**src/pdc_pkg.sv**
```systemverilog
// Package of constants for the power-down control decode block
`default_nettype none
package pdc_pkg;
    // Register offsets (byte addresses)
    localparam logic [31:0] PDC_CFR_ONE_OFFSET = 32'h0000_0000;
    localparam logic [31:0] PDC_STATUS_OFFSET  = 32'h0000_0004;
    // Field positions in control_function_reg_one
    localparam int PDC_DIG_PD_BIT   = 7;
    localparam int PDC_PLL_PD_BIT   = 6;
    localparam int PDC_DAC_PD_BIT   = 5;
    localparam int PDC_CLK_PD_BIT   = 4;
    localparam int PDC_FULL_PD_BIT  = 3;
    // Writable bits of control_function_reg_one
    localparam logic [31:0] PDC_CFR_ONE_MASK  = 32'h0000_00F8;
    localparam logic [31:0] PDC_CFR_ONE_RESET = 32'h0000_0000;
    // Status field positions
    localparam int PDC_ST_DIG_BIT   = 0;
    localparam int PDC_ST_PLL_BIT   = 1;
    localparam int PDC_ST_DAC_BIT   = 2;
    localparam int PDC_ST_CLK_BIT   = 3;
    localparam int PDC_ST_PIN_BIT   = 4;
    localparam int PDC_ST_MODE_LSB  = 5;
    // AHB constants
    localparam logic [1:0] PDC_HTRANS_NONSEQ = 2'h2;
    localparam logic [1:0] PDC_HTRANS_SEQ    = 2'h3;
    // Power mode encoding
    typedef enum logic [1:0] {
        PDC_MODE_SOFTWARE = 2'b00,
        PDC_MODE_FAST     = 2'b01,
        PDC_MODE_FULL     = 2'b10
    } pdc_mode_type;
endpackage
`default_nettype wire

```
**src/pdc_decode.sv**
```systemverilog
// Combinational power-down decode from pin and control bits
`default_nettype none
module pdc_decode
    import pdc_pkg::*;
(
    input  wire logic         ext_pd_i,
    input  wire logic [31:0]  cfr_one_i,
    output pdc_pkg::pdc_mode_type mode_o,
    output logic              dig_pd_o,
    output logic              pll_pd_o,
    output logic              dac_pd_o,
    output logic              clk_pd_o
);
    always_comb begin
        // PLL bit stays effective regardless of the pin
        pll_pd_o = cfr_one_i[PDC_PLL_PD_BIT];
        if (!ext_pd_i) begin
            mode_o   = PDC_MODE_SOFTWARE;
            dig_pd_o = cfr_one_i[PDC_DIG_PD_BIT];
            dac_pd_o = cfr_one_i[PDC_DAC_PD_BIT];
            clk_pd_o = cfr_one_i[PDC_CLK_PD_BIT];
        end else if (!cfr_one_i[PDC_FULL_PD_BIT]) begin
            // DAC and clock input stay up for quick wake; PLL follows its bit
            mode_o   = PDC_MODE_FAST;
            dig_pd_o = 1'b1;
            dac_pd_o = 1'b0;
            clk_pd_o = 1'b0;
        end else begin
            mode_o   = PDC_MODE_FULL;
            dig_pd_o = 1'b1;
            dac_pd_o = 1'b1;
            clk_pd_o = 1'b1;
        end
    end
endmodule // pdc_decode
`default_nettype wire

```
**src/pdc_top.sv**
```systemverilog
// Power-down control top: AHB-Lite registers, pin synchroniser, decode
//
// Functional notes
// - Four control bits 7:4 power down digital, PLL, DAC, clock input.
// - Pin high: only the PLL bit keeps effect, others ignored.
// - Pin low: digital, DAC, clock follow bits 7, 5, 4.
// - Pin high, bit 3 clear: digital down, DAC and clock up.
// - Pin high, bit 3 set: digital, DAC, clock all down.
// - Every power-down output is high for low power, low for active.
// - Fast recovery keeps DAC and clock input powered; PLL follows bit 6.
//
// Register access over AHB-Lite and the register addresses are this design's own decisions.
`default_nettype none
module pdc_top
    import pdc_pkg::*;
(
    input  wire logic        CORE_CLK_I,
    input  wire logic        RSTN_I,
    input  wire logic        EXTERNAL_POWER_DOWN_PIN_I,
    input  wire logic        HSEL_I,
    input  wire logic [31:0] HADDR_I,
    input  wire logic [1:0]  HTRANS_I,
    input  wire logic        HWRITE_I,
    input  wire logic [2:0]  HSIZE_I,
    input  wire logic [31:0] HWDATA_I,
    input  wire logic        HREADY_I,
    output logic [31:0]      HRDATA_O,
    output logic             HREADYOUT_O,
    output logic             HRESP_O,
    output logic             DIGITAL_PD_O,
    output logic             PLL_PD_O,
    output logic             DAC_PD_O,
    output logic             CLOCK_IN_PD_O
);
    import pdc_pkg::*;

    logic         pin_meta_reg;
    logic         pin_sync_reg;
    logic [31:0]  cfr_one_reg;
    logic         wr_pend_reg;
    logic         rd_pend_reg;
    logic [31:0]  addr_reg;
    logic [31:0]  rdata_next;
    pdc_mode_type mode;
    logic         dig_pd;
    logic         pll_pd;
    logic         dac_pd;
    logic         clk_pd;
    logic         bus_go;

    // Pin is asynchronous to the core clock
    always_ff @(posedge CORE_CLK_I) begin
        if (!RSTN_I) begin
            pin_meta_reg <= 1'b0;
            pin_sync_reg <= 1'b0;
        end else begin
            pin_meta_reg <= EXTERNAL_POWER_DOWN_PIN_I;
            pin_sync_reg <= pin_meta_reg;
        end
    end

    assign bus_go = HSEL_I && HREADY_I &&
                    (HTRANS_I == PDC_HTRANS_NONSEQ || HTRANS_I == PDC_HTRANS_SEQ);

    // Address phase capture; data phase follows one cycle later
    always_ff @(posedge CORE_CLK_I) begin
        if (!RSTN_I) begin
            wr_pend_reg <= 1'b0;
            rd_pend_reg <= 1'b0;
            addr_reg    <= 32'h0000_0000;
        end else begin
            wr_pend_reg <= bus_go && HWRITE_I;
            rd_pend_reg <= bus_go && !HWRITE_I;
            if (bus_go) begin
                addr_reg <= HADDR_I;
            end
        end
    end

    always_ff @(posedge CORE_CLK_I) begin
        if (!RSTN_I) begin
            cfr_one_reg <= PDC_CFR_ONE_RESET;
        end else if (wr_pend_reg && addr_reg == PDC_CFR_ONE_OFFSET) begin
            cfr_one_reg <= HWDATA_I & PDC_CFR_ONE_MASK;
        end
    end

    pdc_decode u_decode (
        .ext_pd_i  (pin_sync_reg),
        .cfr_one_i (cfr_one_reg),
        .mode_o    (mode),
        .dig_pd_o  (dig_pd),
        .pll_pd_o  (pll_pd),
        .dac_pd_o  (dac_pd),
        .clk_pd_o  (clk_pd)
    );

    always_comb begin
        rdata_next = 32'h0000_0000;
        if (bus_go && !HWRITE_I) begin
            if (HADDR_I == PDC_CFR_ONE_OFFSET) begin
                // Forward a write still in its data phase so back-to-back reads see it
                if (wr_pend_reg && addr_reg == PDC_CFR_ONE_OFFSET) begin
                    rdata_next = HWDATA_I & PDC_CFR_ONE_MASK;
                end else begin
                    rdata_next = cfr_one_reg;
                end
            end else if (HADDR_I == PDC_STATUS_OFFSET) begin
                rdata_next[PDC_ST_DIG_BIT]               = DIGITAL_PD_O;
                rdata_next[PDC_ST_PLL_BIT]               = PLL_PD_O;
                rdata_next[PDC_ST_DAC_BIT]               = DAC_PD_O;
                rdata_next[PDC_ST_CLK_BIT]               = CLOCK_IN_PD_O;
                rdata_next[PDC_ST_PIN_BIT]               = pin_sync_reg;
                rdata_next[PDC_ST_MODE_LSB+1:PDC_ST_MODE_LSB] = mode;
            end
        end
    end

    // Read data registered at the address phase; zero-wait answer
    always_ff @(posedge CORE_CLK_I) begin
        if (!RSTN_I) begin
            HRDATA_O <= 32'h0000_0000;
        end else if (bus_go) begin
            HRDATA_O <= rdata_next;
        end
    end

    always_ff @(posedge CORE_CLK_I) begin
        if (!RSTN_I) begin
            HREADYOUT_O <= 1'b1;
            HRESP_O     <= 1'b0;
        end else begin
            HREADYOUT_O <= 1'b1;
            HRESP_O     <= 1'b0;
        end
    end

    // Outputs high request low power; registered for glitch-free drive
    always_ff @(posedge CORE_CLK_I) begin
        if (!RSTN_I) begin
            DIGITAL_PD_O  <= 1'b0;
            PLL_PD_O      <= 1'b0;
            DAC_PD_O      <= 1'b0;
            CLOCK_IN_PD_O <= 1'b0;
        end else begin
            DIGITAL_PD_O  <= dig_pd;
            PLL_PD_O      <= pll_pd;
            DAC_PD_O      <= dac_pd;
            CLOCK_IN_PD_O <= clk_pd;
        end
    end
endmodule // pdc_top
`default_nettype wire

```
**config.mk**
```make
export PLATFORM = sky130hd
export DESIGN_NAME = pdc_top
export DESIGN_NICKNAME = d
export VERILOG_FILES = /design/src/pdc_pkg.sv /design/src/pdc_decode.sv /design/src/pdc_top.sv
export SDC_FILE = /design/constraint.sdc
export NUM_CORES = 1
export LEC_CHECK = 0
export BUFFER_PORTS_ARGS = -buffer_cell sky130_fd_sc_hd__buf_4
export CAP_MARGIN = 20
export CORE_UTILIZATION = 54
export DETAILED_ROUTE_END_ITERATION = 10
export GPL_ROUTABILITY_DRIVEN = 1
export PLACE_DENSITY = 0.88
export SKIP_LAST_GASP = 1
export SYNTH_ARGS = -nofsm -noshare
export SYNTH_HDL_FRONTEND = slang
export SYNTH_SLANG_ARGS = --single-unit
```
**constraint.sdc**
```tcl
create_clock -name CORE_CLK_I -period 3.6 [get_ports CORE_CLK_I]
set_input_delay 0.18 -clock CORE_CLK_I [delete_from_list [all_inputs] [get_ports CORE_CLK_I]]
set_output_delay 0.18 -clock CORE_CLK_I [all_outputs]
set_load 0.01 [all_outputs]
```
* Word-level counts from Yosys, hierarchy flattened
Index checks and enable logic that the tools add are counted.
** Word-level totals
- Bits in registers :: 103
- Input port bits :: 75
- Output and inout bits :: 38
- Word-level logic and storage cells :: 33
** Cells by class
- Equal/unequal tests :: 3
- Multiplexer cells :: 11
- Reduce and logical (&&, ||, !) cells :: 9
** Operator list (count)
- zero test 32 bit :: 2
- two-way mux 32 bit :: 2
- equality test 32 x 3 -> 1 bit (second input constant) :: 1
- two-way mux 25 bit :: 1
- two-way mux 7 bit :: 2
- logical AND 1 bit :: 5
- equality test 2 bit (second input constant) :: 2
- two-way mux 1 bit :: 4
- two-way mux 2 bit :: 2
- zero test 1 bit :: 1
- logical OR 1 bit :: 1

* Depth between registers and ports, before layout
Gate-level depths: netlist (run 1).
- Depth after elaboration :: 5
- Depth in mapped cells :: 8
- Gate-level depth less buffers :: 5

* By module
Synthesis (run 1) repeated with hierarchy kept, for this count alone.
** Unflattened totals
- Cell total of the unflattened synthesis :: 346
- Area total of the unflattened synthesis :: 3593.4 um2
** Modules (own cells, without submodules)
- pdc_top :: instances 1, cells an instance 340, area an instance 3537.1 um2, seq. area each 2062.0 um2
- pdc_decode :: instances 1, cells an instance 6, area an instance 56.3 um2, seq. area each 0.0 um2

* Least setup slack after synthesis (run 1)
OpenSTA, ideal clock, no wires.
- Kind :: register to register
- From :: register addr_reg[18]
- To :: register, netlist name cfr_one_reg[11]
- Library setup time :: 0.115 ns
- Arrival time :: 1.672 ns
- Required time :: 3.485 ns
- Setup slack :: 1.813 ns
- Stages on the path, launching flop included :: 7
- Path buffers :: 1
- Clock period less this slack :: 1.787 ns
- Path through :: dfxtp_1 -> nor4b_1 -> nand4_1 -> nor3_4 -> nor2b_2 -> clkbuf_1 -> and2_1
** RTL lines
- start, declared :: line pdc_top.sv:42 : logic [31:0] addr_reg;
- start signal, assigned :: line pdc_top.sv:70 : addr_reg <= 32'h0000_0000;
- start signal, assigned :: line pdc_top.sv:75 : addr_reg <= HADDR_I;

==> results of run 1 <==
-- power by group --
part           switching, W  leakage (nW)  internal, W
Sequential       0.00000709         0.832      0.00115
Combinational     0.0000571         0.847    0.0000549
Clock              0.000409        0.0877     0.000263
Total              0.000473          1.77      0.00147
-- worst reg2reg max path, cell delays in order (launching register included) --
cell	delay, ns
sky130_fd_sc_hd__dfxtp_1	0.32
sky130_fd_sc_hd__nor4b_1	0.35
sky130_fd_sc_hd__nand4_1	0.19
sky130_fd_sc_hd__nor3_4	0.57
sky130_fd_sc_hd__nor2b_2	0.32
sky130_fd_sc_hd__and2_1	0.26
-- worst paths after layout --
path,end,cells after the start,startpoint,slack (ns)
max,cfr_one_reg[12]$_SDFF_PN0_,5,addr_reg[18]$_SDFFE_PN0N_,1.49
min reg2reg,pin_sync_reg$_SDFF_PN0_,1,pin_meta_reg$_SDFF_PN0_,0.45
min,pin_meta_reg$_SDFF_PN0_,2,EXTERNAL_POWER_DOWN_PIN_I,0.02
max reg2reg,cfr_one_reg[12]$_SDFF_PN0_,5,addr_reg[18]$_SDFFE_PN0N_,1.49
-- cell type report --
type,instances,area (um^2)
Sequential cell,103,2062
Fill cell,491,2013
Multi-Input combinational cell,218,1365
Timing Repair Buffer,82,623.1
Clock buffer,9,123.9
Tap cell,77,96.34
Clock inverter,7,58.81
Inverter,2,7.507
-- kinds of logic (layout without fill, tap and decap cells) --
kind of cell	count (synthesis)	in the layout	share of synthesized area, %
buffers and inverters	25	100	3.760
multiplexers	5	5	1.406
AO/OA/AOI/OAI	74	74	16.13
flip-flops	103	103	57.91
other	2	2	0.2109
AND/OR/NAND/NOR	137	137	20.59
-- through the flow --
step / setup WS [ns] / power, W
2_1_floorplan: 1.813 / 0.001241
3_3_place_gp: 1.400 / 0.001293
3_5_place_dp: 1.324 / 0.001296
4_1_cts: 1.483 / 0.001954
5_1_grt: 1.282 / 0.002018
6_report: 1.486 / 0.001944
-- synth_stat cells, drive strengths merged --
| library cell | number |
|---|---|
| a21boi | 34 |
| a21o | 3 |
| a21oi | 1 |
| a22o | 27 |
| a22oi | 3 |
| and2 | 31 |
| and3 | 2 |
| buf | 7 |
| clkbuf | 16 |
| conb | 2 |
| dfxtp | 103 |
| inv | 2 |
| mux2i | 5 |
| nand2 | 69 |
| nand2b | 2 |
| nand3 | 2 |
| nand4 | 3 |
| nor2 | 2 |
| nor2b | 6 |
| nor3 | 2 |
| nor4 | 16 |
| nor4b | 1 |
| o21a | 1 |
| o21ai | 5 |
| or4 | 1 |
-- layer usage --
layer  track usage (%)  vias up  share of wire, %
met4             9.248        0               2.1
met1             26.34     1248                46
met2             35.84       60                48
li1                  -     1327                 -
met5                 0        -                 0
met3             6.262       15               4.3
==> insert_results.sql, run 1 <==
INSERT INTO impl_metrics (metric_group, metric, value, unit) VALUES
('run_status', 'outcome', 'finished, final reports clean', ''),
('placed_design', 'port_buffers', '79', ''),
('timing', 'max_slew_violation_count', '0', ''),
('drt', 'post-route-drc-count', '0', ''),
('power', 'power.static_leakage', '1.767', 'nW'),
('critical_path', 'required', '3.87', 'ns'),
('synth', 'post_synth_instance_area', '3561', 'um^2'),
('critical_path', 'cp-end-kind', 'flop', ''),
('global_routing', 'overflow', '0', ''),
('clock_network', 'worstSkewPairLatency', '0.37', 'ns'),
('clock_network', 'cts_setup_buffers', '0', ''),
('timing', 'clock_skew', '0.01233', 'ns'),
('timing', 'hold_ws', '0.02041', 'ns'),
('timing', 'clock_period_minus_final_worst_setup_slack', '2.114', 'ns'),
('clock_network', 'cts_made_buffers', '9', ''),
('critical_path', 'critical-path-slowest-cell', 'sky130_fd_sc_hd__nor3_4', ''),
('global_routing', 'grt_max_degree', '48', ''),
('critical_path', 'critPathBufInv', '0', ''),
('placed_design', 'place.detailed.instances', '481', ''),
('final_layout', 'fraction_of_layout_instances_using_a_drive_strength_above_1', '24.94', '%'),
('critical_path', 'cpLargestDelayFamily', 'simple AND/OR/NAND/NOR gates', ''),
('power', 'power_density_relative_to_cell_area', '448.2', 'nW/um^2'),
('timing', 'actual_transition_at_the_worst_max_transition_pin', '0.8156', 'ns'),
('die', 'die_height', '83.21', 'um'),
('final_layout', 'post_layout_nonfiller_instances', '498', ''),
('critical_path', 'arrival', '2.38', 'ns'),
('global_routing', 'global_route_wire_length_before_repair', '11940', 'um'),
('critical_path', 'max_stage_delay', '0.57', 'ns'),
('synth', 'synth_warnings', '0', ''),
('die', 'initial_core_util', '56.08', '%'),
('clock_network', 'ctsLongestPathBuffers', '2', ''),
('clock_network', 'cts_resized', '0', ''),
('final_layout', 'antenna-diode-count', '0', ''),
('synth', 'synth-seq-area-share', '57.91', '%'),
('timing', 'timing.final.setup_violations', '0', ''),
('die', 'io_pins', '113', ''),
('clock_network', 'cts-htree-levels', '3', ''),
('drt', 'detail_route.iter0.violations', '125', ''),
('final_layout', 'areaGrowthSynthToFinish', '21.78', '%'),
('critical_path', 'crit_chain', 'nor4b_1 -> nand4_1 -> nor3_4 -> nor2b_2 -> and2_1', ''),
('clock_network', 'tritoncts_num_sinks', '103', ''),
('timing', 'layout_worst_path_cycle_share', '58.74', '%'),
('placed_design', 'postPlaceCellArea', '4139', 'um^2'),
('critical_path', 'cp_max_fanout', '27', ''),
('die', 'die_w', '83.21', 'um'),
('critical_path', 'start_kind', 'flop', ''),
('synth', 'net_count_after_synthesis', '421', ''),
('die', 'rows', '29', ''),
('synth', 'syn-instance-count', '346', ''),
('placed_design', 'place.gp.congestion', '0.7977', ''),
('timing', 'grt_setup_unrepaired', 'false', ''),
('final_layout', 'nets', '491', ''),
('timing', 'slew_headroom', '45.13', '%'),
('placed_design', 'hpwlAfterDp', '4933', 'um'),
('synth', 'postSynthRegisterBits', '103', ''),
('flow_run', 'max_cap_violations', '0', ''),
('drt', 'wire_per_inst', '14.00', 'um'),
('timing', 'hold_viol_final', '0', ''),
('timing', 'fmaxAchievable', '472.9', 'MHz'),
('drt', 'first_pass_iters', '4', ''),
('hold_path', 'hold_path.class', 'primary input to flop', ''),
('clock_network', 'holdBufCountCts', '0', ''),
('timing', 'fin_tns_setup', '0', 'ns'),
('synth', 'number_of_unique_standard_cell_types_used_by_synthesis', '33', ''),
('final_layout', 'layout.core_utilization', '68.30', '%'),
('die', 'die-area', '6923', 'um^2'),
('global_routing', 'grtUsageTotal', '21.68', '%'),
('drt', 'final_antenna_net_count', '0', ''),
('drt', 'via_count', '2650', ''),
('critical_path', 'path_class', 'flop to flop', ''),
('final_layout', 'layout.cells.most_common_list', 'sky130_fd_sc_hd__dfxtp_1, sky130_fd_sc_hd__buf_4, sky130_fd_sc_hd__nand2_1', '');
(Power assumes the default switching activity.)
==> inputs of run 2 (changes only) <==
--- a/config.mk
+++ b/config.mk
@@ -7,10 +7,10 @@
 export LEC_CHECK = 0
 export BUFFER_PORTS_ARGS = -buffer_cell sky130_fd_sc_hd__buf_4
 export CAP_MARGIN = 20
-export CORE_UTILIZATION = 54
+export CORE_UTILIZATION = 45
 export DETAILED_ROUTE_END_ITERATION = 10
 export GPL_ROUTABILITY_DRIVEN = 1
-export PLACE_DENSITY = 0.88
+export PLACE_DENSITY = 0.79
 export SKIP_LAST_GASP = 1
 export SYNTH_ARGS = -nofsm -noshare
 export SYNTH_HDL_FRONTEND = slang
==> constraint.sdc (replaced) <==
create_clock -name CORE_CLK_I -period 1.9 [get_ports CORE_CLK_I]
set_input_delay 0.095 -clock CORE_CLK_I [delete_from_list [all_inputs] [get_ports CORE_CLK_I]]
set_output_delay 0.095 -clock CORE_CLK_I [all_outputs]
set_load 0.01 [all_outputs]
==> run 2 against run 1 <==
Effect of this change:
- sequential power is 90% higher
- first-iteration DRC count decreased by 41%
- register-to-register slack got worse by 1.3 ns
- clock power up 100%
- wire length grew 12%
- design area grew 12%
- worst setup slack got worse by 1.4 ns
- sequential share of layout area down 5.2 points
- non-clock buffer count up 43
- die area rose by 19%
- combinational power rose to 2.5 times the previous value
- critical path depth is 3 higher
==> insert_results.sql, run 2 (synthesized netlist as in run 1, its figures left out) <==
INSERT INTO impl_metrics (metric_group, metric, value, unit) VALUES
('global_routing', 'grtUsageTotal', '20.39', '%'),
('drt', 'detail_route.iter0.violations', '74', ''),
('critical_path', 'required', '2.20', 'ns'),
('clock_network', 'cts_tree', 'yes', ''),
('timing', 'max_slew_violation_count', '0', ''),
('critical_path', 'critical-path-slowest-cell', 'sky130_fd_sc_hd__dlygate4sd3_1', ''),
('drt', 'post-route-drc-count', '0', ''),
('critical_path', 'path_class', 'primary input to flop', ''),
('clock_network', 'worstSkewPairLatency', '0.36', 'ns'),
('final_layout', 'nets', '534', ''),
('die', 'io_pins', '113', ''),
('die', 'rows', '32', ''),
('clock_network', 'cts-htree-levels', '3', ''),
('critical_path', 'crit_path_end', 'HRDATA_O[26]$_SDFFE_PN0N_', ''),
('clock_network', 'tritoncts_num_sinks', '103', ''),
('die', 'core_area', '7687', 'um^2'),
('clock_network', 'cts_made_buffers', '9', ''),
('timing', 'layout_setup_ws', '0.09176', 'ns'),
('timing', 'grt_setup_unrepaired', 'false', ''),
('critical_path', 'regToRegSetupSlack', '0.14', 'ns'),
('critical_path', 'cp_max_fanout', '18', ''),
('timing', 'clock_period_minus_final_worst_setup_slack', '1.808', 'ns'),
('critical_path', 'timing.rr.end', 'HRDATA_O[26]$_SDFFE_PN0N_', ''),
('drt', 'final_antenna_net_count', '0', ''),
('placed_design', 'place.detailed.instances', '517', ''),
('die', 'initial_core_util', '46.32', '%'),
('global_routing', 'overflow', '0', ''),
('placed_design', 'pre_cts_slack', '-0.01458', 'ns'),
('power', 'power.static_leakage', '1.992', 'nW'),
('drt', 'wire_per_inst', '13.84', 'um'),
('final_layout', 'areaGrowthSynthToFinish', '36.72', '%'),
('die', 'die-area', '8273', 'um^2'),
('timing', 'hold_viol_final', '0', ''),
('critical_path', 'cp-end-kind', 'flop', ''),
('global_routing', 'global_route_wire_length_before_repair', '13310', 'um'),
('timing', 'clock_skew', '0.01545', 'ns'),
('drt', 'first_pass_iters', '4', ''),
('clock_network', 'ctsLongestPathBuffers', '2', ''),
('critical_path', 'crit_chain', 'dlygate4sd3_1 -> buf_4 -> nor4_1 -> nand4_1 -> or4_4 -> nor2_8 -> buf_12 -> a22o_1', ''),
('critical_path', 'setup.worst_path.start', 'HADDR_I[4]', ''),
('global_routing', 'number_of_global_route_vias_before_repair', '2831', ''),
('critical_path', 'worst_r2r_startpoint', 'addr_reg[25]$_SDFFE_PN0N_', ''),
('critical_path', 'start_kind', 'primary input', ''),
('final_layout', 'mostFrequentLayoutCell', 'sky130_fd_sc_hd__dfxtp_1', ''),
('drt', 'routed_wirelength', '7836', 'um'),
('timing', 'layout_worst_path_cycle_share', '95.17', '%'),
('clock_network', 'clk_pin_slew', '0.09', 'ns'),
('timing', 'fmaxAchievable', '553.0', 'MHz'),
('global_routing', 'grt_max_degree', '34', ''),
('critical_path', 'r2r.worst_path.cells', '7', ''),
('die', 'die_w', '90.96', 'um'),
('placed_design', 'port_buffers', '79', ''),
('drt', 'drt-vias-per-instance', '4.972', ''),
('power', 'power_density_relative_to_cell_area', '787.5', 'nW/um^2'),
('power', 'vdd.ir_drop.worst', '0.4200', 'mV'),
('timing', 'timing.final.setup_violations', '0', ''),
('die', 'die_height', '90.96', 'um'),
('placed_design', 'place.gp.congestion', '0.7754', ''),
('clock_network', 'cts_root_buf', 'sky130_fd_sc_hd__clkbuf_8', ''),
('drt', 'via_count', '2814', ''),
('critical_path', 'arrival', '2.11', 'ns'),
('global_routing', 'grt_antenna_before_repair', '0', ''),
('flow_run', 'max_cap_violations', '0', ''),
('final_layout', 'antenna-diode-count', '0', ''),
('placed_design', 'hpwlAfterDp', '5145', 'um'),
('final_layout', 'post_layout_nonfiller_instances', '566', ''),
('final_layout', 'fraction_of_layout_instances_using_a_drive_strength_above_1', '25.86', '%'),
('hold_path', 'hold_path.class', 'primary input to flop', ''),
('critical_path', 'max_stage_delay', '0.54', 'ns'),
('final_layout', 'layout.cells.most_common_list', 'sky130_fd_sc_hd__dfxtp_1, sky130_fd_sc_hd__buf_4, sky130_fd_sc_hd__nand2_1', ''),
('run_status', 'outcome', 'finished, final reports clean', '');
-- run 2: cell types whose count changed in the layout (fill, tap and decap cells not counted), sizes merged --
| cell | previous run | this run |
|---|---|---|
| clkinvlp | 2 | 0 |
| buf | 82 | 92 |
| clkinv | 0 | 2 |
| dlygate4sd3 | 0 | 33 |
-- run 2: metrics by stage --
step / util, % / power (W) / hold slack [ns] / setup TNS [ns] / area [um^2]
6_report: 63.33 / 0.003834 / 0.01938 / 0 / 4868
5_1_grt: 63.33 / 0.004003 / 0.009031 / 0 / 4868
4_1_cts: 62.78 / 0.003853 / 0.0006682 / 0 / 4826
3_5_place_dp: 55.81 / 0.002465 / 0.3070 / -0.02949 / 4290
3_3_place_gp: 55.81 / 0.002460 / 0.3076 / 0 / 4290
2_1_floorplan: - / 0.002351 / 0.2223 / 0 / 3561
-- run 2: how the worst min path moves through the flow --
stage | startpoint | end | slack (ns) | cells past startpoint
finish | HADDR_I[3] | addr_reg[3]$_SDFFE_PN0N_ | 0.02 | 3
global route | HADDR_I[3] | addr_reg[3]$_SDFFE_PN0N_ | 0.009 | 3
CTS | HADDR_I[3] | addr_reg[3]$_SDFFE_PN0N_ | 0.0007 | 3
detailed placement | EXTERNAL_POWER_DOWN_PIN_I | pin_meta_reg$_SDFF_PN0_ | 0.31 | 2
global placement | EXTERNAL_POWER_DOWN_PIN_I | pin_meta_reg$_SDFF_PN0_ | 0.31 | 2
floorplan | EXTERNAL_POWER_DOWN_PIN_I | pin_meta_reg$_SDFF_PN0_ | 0.22 | 1
-- run 2: power breakdown --
| group | internal (W) | switching, W | total (W) |
|---|---|---|---|
| Clock | 0.000531 | 0.000820 | 0.00135 |
| Sequential | 0.00218 | 0.0000160 | 0.00220 |
| Combinational | 0.000156 | 0.000127 | 0.000283 |
-- run 2: repair_timing --
item,in CTS,in global routing
buffers inserted,0,0
hold buffers,33,0
endpoints found under the hold margin,33,0
gates resized for setup,0,7
setup endpoints to repair,0,64
-- run 2: per-layer routing --
metal | routed length (um) | vias to the layer above | track usage, % | share of wire, %
met5 | 0 | - | 0 | 0
met3 | 327 | 23 | 4.104 | 4.2
met2 | 3803 | 75 | 34.66 | 49
met1 | 3470 | 1307 | 24.71 | 44
met4 | 235 | 0 | 9.656 | 3.0
li1 | - | 1409 | - | -
-- run 2: cell type report --
type                            instances  area, um^2
Sequential cell                       103        2062
Clock buffer                            9       123.9
Clock inverter                          7       81.33
Inverter                                2       7.507
Timing Repair Buffer                  125        1059
Tap cell                              102       127.6
Multi-Input combinational cell        218        1408
Fill cell                             636        2819
-- run 2: worst max-delay path, delay by kind of cell --
| family | cells | cell delay [ns] |
|---|---|---|
| and+or+nand+nor | 4 | 1.05 |
| buffers and inverters | 3 | 0.83 |
| AOI/OAI and AO/OA | 1 | 0.12 |
==> inputs of run 3 (changes only) <==
--- a/config.mk
+++ b/config.mk
@@ -5,11 +5,11 @@
 export SDC_FILE = /design/constraint.sdc
 export NUM_CORES = 1
 export LEC_CHECK = 0
+export ABC_AREA = 1
 export BUFFER_PORTS_ARGS = -buffer_cell sky130_fd_sc_hd__buf_4
 export CAP_MARGIN = 20
-export CORE_UTILIZATION = 45
+export CORE_UTILIZATION = 46
 export DETAILED_ROUTE_END_ITERATION = 10
-export GPL_ROUTABILITY_DRIVEN = 1
 export PLACE_DENSITY = 0.79
 export SKIP_LAST_GASP = 1
 export SYNTH_ARGS = -nofsm -noshare
==> run 3 against run 2 <==
Effect of this change:
- sequential share of layout area down 0.46 points
- critical endpoint is now HRDATA_O[10]$_SDFFE_PN0N_
- power up 5.8%
- via count up 22%
- core utilization down 3.4 points
- critical path type unchanged
- sequential cell count unchanged
- final cell count up 24%
- worst setup slack better by 0.13 ns
- register-to-register slack better by 0.10 ns
- clock-buffer cell count unchanged
- worst hold slack better by 0.0089 ns
- first-iteration DRC count rose to 2.6 times the previous value
- wire length up 8.9%
==> insert_results.sql, run 3 <==
INSERT INTO impl_metrics (metric_group, metric, value, unit) VALUES
('critical_path', 'cp-end-kind', 'flop', ''),
('critical_path', 'regToRegSetupSlack', '0.24', 'ns'),
('critical_path', 'r2r.worst_path.cells', '9', ''),
('final_layout', 'layout.core_utilization', '59.91', '%'),
('drt', 'wire_per_inst', '12.13', 'um'),
('hold_path', 'hold_end', 'addr_reg[28]$_SDFFE_PN0N_', ''),
('critical_path', 'crit_chain', 'dlygate4sd3_1 -> buf_4 -> nor2_1 -> nand2_1 -> nor2_2 -> nand2_2 -> inv_2 -> nand4_4 -> o21ai_0', ''),
('synth', 'post_synth_mux_area_share', '0', '%'),
('timing', 'slew_headroom', '53.17', '%'),
('die', 'io_pins', '113', ''),
('global_routing', 'global_route_wire_length_before_repair', '14000', 'um'),
('final_layout', 'areaGrowthSynthToFinish', '26.58', '%'),
('timing', 'fmaxAchievable', '594.4', 'MHz'),
('final_layout', 'mostFrequentLayoutCell', 'sky130_fd_sc_hd__dfxtp_1', ''),
('final_layout', 'fraction_of_layout_instances_using_a_drive_strength_above_1', '19.53', '%'),
('timing', 'layout_worst_path_cycle_share', '88.55', '%'),
('final_layout', 'post_layout_nonfiller_instances', '704', ''),
('synth', 'synth_edf_count', '0', ''),
('timing', 'hold_viol_final', '0', ''),
('die', 'die-area', '8826', 'um^2'),
('placed_design', 'postPlaceCellArea', '4539', 'um^2'),
('drt', 'via_count', '3444', ''),
('synth', 'yosysTopAreaCellShare', '53.02', '%'),
('synth', 'number_of_unique_standard_cell_types_used_by_synthesis', '24', ''),
('clock_network', 'ctsLongestPathBuffers', '2', ''),
('power', 'power.sequential.fraction', '54.3', '%'),
('timing', 'grt_setup_unrepaired', 'false', ''),
('synth', 'most_common_cell_in_the_netlist', 'sky130_fd_sc_hd__dfxtp_1', ''),
('critical_path', 'start_kind', 'primary input', ''),
('synth', 'top_area_cells_in_the_synthesized_netlist', 'sky130_fd_sc_hd__dfxtp_1, sky130_fd_sc_hd__nand2_1, sky130_fd_sc_hd__nand3_1', ''),
('final_layout', 'finish.instance_area', '4922', 'um^2'),
('global_routing', 'number_of_global_route_vias_before_repair', '3229', ''),
('clock_network', 'cts_root_buf', 'sky130_fd_sc_hd__clkbuf_8', ''),
('clock_network', 'cts_resized', '0', ''),
('synth', 'post_synthesis_share_of_cell_area_spent_on_and_or_nand_and_nor_gates', '26.29', '%'),
('critical_path', 'timing.rr.end', 'HRDATA_O[10]$_SDFFE_PN0N_', ''),
('global_routing', 'grt_max_degree', '60', ''),
('power', 'power.static_leakage', '2.311', 'nW'),
('power', 'fin_total_pwr', '0.004058', 'W'),
('global_routing', 'grt_antenna_before_repair', '0', ''),
('placed_design', 'place.detailed.instances', '673', ''),
('die', 'die_height', '93.95', 'um'),
('synth', 'net_count_after_synthesis', '584', ''),
('hold_path', 'hold_depth', '3', ''),
('power', 'share_clk_of_total_power', '38.7', '%'),
('run_status', 'outcome', 'finished, final reports clean', ''),
('synth', 'synth-seq-area-share', '53.02', '%'),
('synth', 'most_common_library_cells_after_synthesis', 'sky130_fd_sc_hd__dfxtp_1, sky130_fd_sc_hd__nand2_1, sky130_fd_sc_hd__nand3_1', ''),
('drt', 'routed_wirelength', '8537', 'um'),
('die', 'initial_core_util', '47.33', '%'),
('power', 'power_report.internal_total', '0.003095', 'W'),
('clock_network', 'cts_tree', 'yes', ''),
('global_routing', 'grtUsageTotal', '20.43', '%'),
('power', 'combinational_power_share', '7.0', '%'),
('drt', 'drt-vias-per-instance', '4.892', ''),
('synth', 'post_synth_instance_area', '3889', 'um^2'),
('critical_path', 'critical-path-slowest-cell', 'sky130_fd_sc_hd__dlygate4sd3_1', ''),
('final_layout', 'antenna-diode-count', '0', ''),
('placed_design', 'port_buffers', '79', ''),
('power', 'power.switching_fraction', '23.72', '%'),
('critical_path', 'required', '2.19', 'ns'),
('synth', 'syn_avg_cell_area', '7.640', 'um^2'),
('clock_network', 'cts_made_buffers', '9', ''),
('power', 'p_switching', '0.0009624', 'W'),
('final_layout', 'layout.cells.most_common_list', 'sky130_fd_sc_hd__dfxtp_1, sky130_fd_sc_hd__nand2_1, sky130_fd_sc_hd__buf_4', ''),
('final_layout', 'nets', '669', ''),
('hold_path', 'hold_path.class', 'primary input to flop', ''),
('clock_network', 'tritoncts_num_sinks', '103', ''),
('synth', 'synth_compound_area_share', '10.55', '%'),
('die', 'die_w', '93.95', 'um'),
('timing', 'max_slew_violation_count', '0', ''),
('drt', 'post-route-drc-count', '0', ''),
('global_routing', 'overflow', '0', ''),
('hold_path', 'timing.hold.worst.start', 'HADDR_I[28]', ''),
('drt', 'final_antenna_net_count', '0', ''),
('synth', 'syn-instance-count', '509', ''),
('placed_design', 'hpwlAfterDp', '5818', 'um'),
('timing', 'actual_transition_at_the_worst_max_transition_pin', '0.7017', 'ns'),
('die', 'rows', '33', ''),
('die', 'core_area', '8217', 'um^2'),
('power', 'vdd.ir_drop.worst', '0.5572', 'mV'),
('critical_path', 'max_stage_delay', '0.53', 'ns'),
('synth', 'yosys.area.top_type', 'sky130_fd_sc_hd__dfxtp_1', ''),
('synth', 'synth_top_family_by_area', 'simple AND/OR/NAND/NOR gates', ''),
('placed_design', 'place.gp.congestion', '0.8107', ''),
('drt', 'first_pass_iters', '4', ''),
('critical_path', 'cp_max_fanout', '24', ''),
('synth', 'post_synth_fa_ha_maj_area_fraction', '0', '%'),
('critical_path', 'arrival', '1.97', 'ns'),
('synth', 'xor_and_xnor_fraction_of_the_mapped_netlist_area', '0', '%'),
('critical_path', 'worst_r2r_startpoint', 'addr_reg[28]$_SDFFE_PN0N_', ''),
('synth', 'synth_top_flop_cell', 'sky130_fd_sc_hd__dfxtp_1', ''),
('timing', 'clock_skew', '0.009654', 'ns'),
('clock_network', 'holdBufCountCts', '15', ''),
('synth', 'synth_warnings', '0', ''),
('clock_network', 'cts-htree-levels', '3', ''),
('timing', 'timing.final.setup_violations', '0', ''),
('timing', 'clock_period_minus_final_worst_setup_slack', '1.682', 'ns'),
('critical_path', 'path_class', 'primary input to flop', ''),
('timing', 'fin_tns_setup', '0', 'ns'),
('power', 'power_density_relative_to_cell_area', '824.4', 'nW/um^2'),
('clock_network', 'worstSkewPairLatency', '0.36', 'ns'),
('clock_network', 'cts_setup_buffers', '0', ''),
('synth', 'postSynthRegisterBits', '103', ''),
('clock_network', 'clk_pin_slew', '0.10', 'ns'),
('flow_run', 'max_cap_violations', '0', ''),
('drt', 'detail_route.iter0.violations', '190', ''),
('synth', 'async_flop_share', '0', '%');
run 3: changes by cell type in the layout (fill, tap and decap cells not counted), sizes merged, moves of 16 or more:
cell         before  now
nor4             16    0
nor2              2   56
a21oi             1   35
o21ai             5   44
inv               7   71
and2             31    0
a21boi           34    2
nand2            69   96
a22o             27    0
dlygate4sd3      33   15
nand3             2   67
run 3: per-stage QoR:
stage | hold slack [ns] | setup WS (ns)
finish | 0.02827 | 0.2176
CTS | 0.01017 | 0.2088
global route | 0.02457 | 0.04217
global placement | 0.2920 | 0.3011
detailed placement | 0.2919 | 0.2291
floorplan | 0.1926 | 0.6927
run 3: cell families (layout without fill, tap and decap cells):
logic type      Yosys count  in the layout
buf+inv                  94            184
flops                   103            103
simple gates            229            229
compound gates           81             81
other cells               2              2
run 3: layer usage:
metal / track usage, % / vias to the layer above / share of wire [%]
li1: - / 1780 / -
met1: 24.47 / 1578 / 45
met2: 34.67 / 80 / 47
met3: 6.553 / 6 / 6.5
met4: 6.282 / 0 / 1.0
met5: 0 / - / 0
run 3: layout make-up:
class / count / area (um^2)
clock buffer: 9 / 123.9
clock inverter: 7 / 108.9
fill: 727 / 3294
inverter: 66 / 247.7
multi-input combinational: 312 / 1445
sequential: 103 / 2062
tap: 105 / 131.4
timing repair buffer: 102 / 803.3
run 3: power groups by stage:
stage          Clock, W  Sequential [W]  Combinational, W
3_5_place_dp          0         0.00225          0.000257
6_report        0.00157         0.00220          0.000283
2_1_floorplan         0         0.00225          0.000142
5_1_grt         0.00168         0.00221          0.000316
4_1_cts         0.00160         0.00220          0.000283
3_3_place_gp          0         0.00225          0.000251
run 3: worst max path at each step:
stage / slack [ns] / start / end
after detailed placement: 0.23 / addr_reg[28]$_SDFFE_PN0N_ / HRDATA_O[8]$_SDFFE_PN0N_
after global placement: 0.30 / addr_reg[29]$_SDFFE_PN0N_ / HRDATA_O[10]$_SDFFE_PN0N_
after CTS: 0.21 / HADDR_I[12] / HRDATA_O[31]$_SDFFE_PN0N_
final: 0.22 / HADDR_I[12] / HRDATA_O[10]$_SDFFE_PN0N_
after floorplan: 0.69 / addr_reg[29]$_SDFFE_PN0N_ / HRDATA_O[7]$_SDFFE_PN0N_
after global routing: 0.04 / HADDR_I[12] / HRDATA_O[10]$_SDFFE_PN0N_
run 3: critical path, delay by kind of cell:
kind	cells	cell delay (ns)
compound gates	1	0.27
buf+inv	3	0.77
simple gates	5	0.83
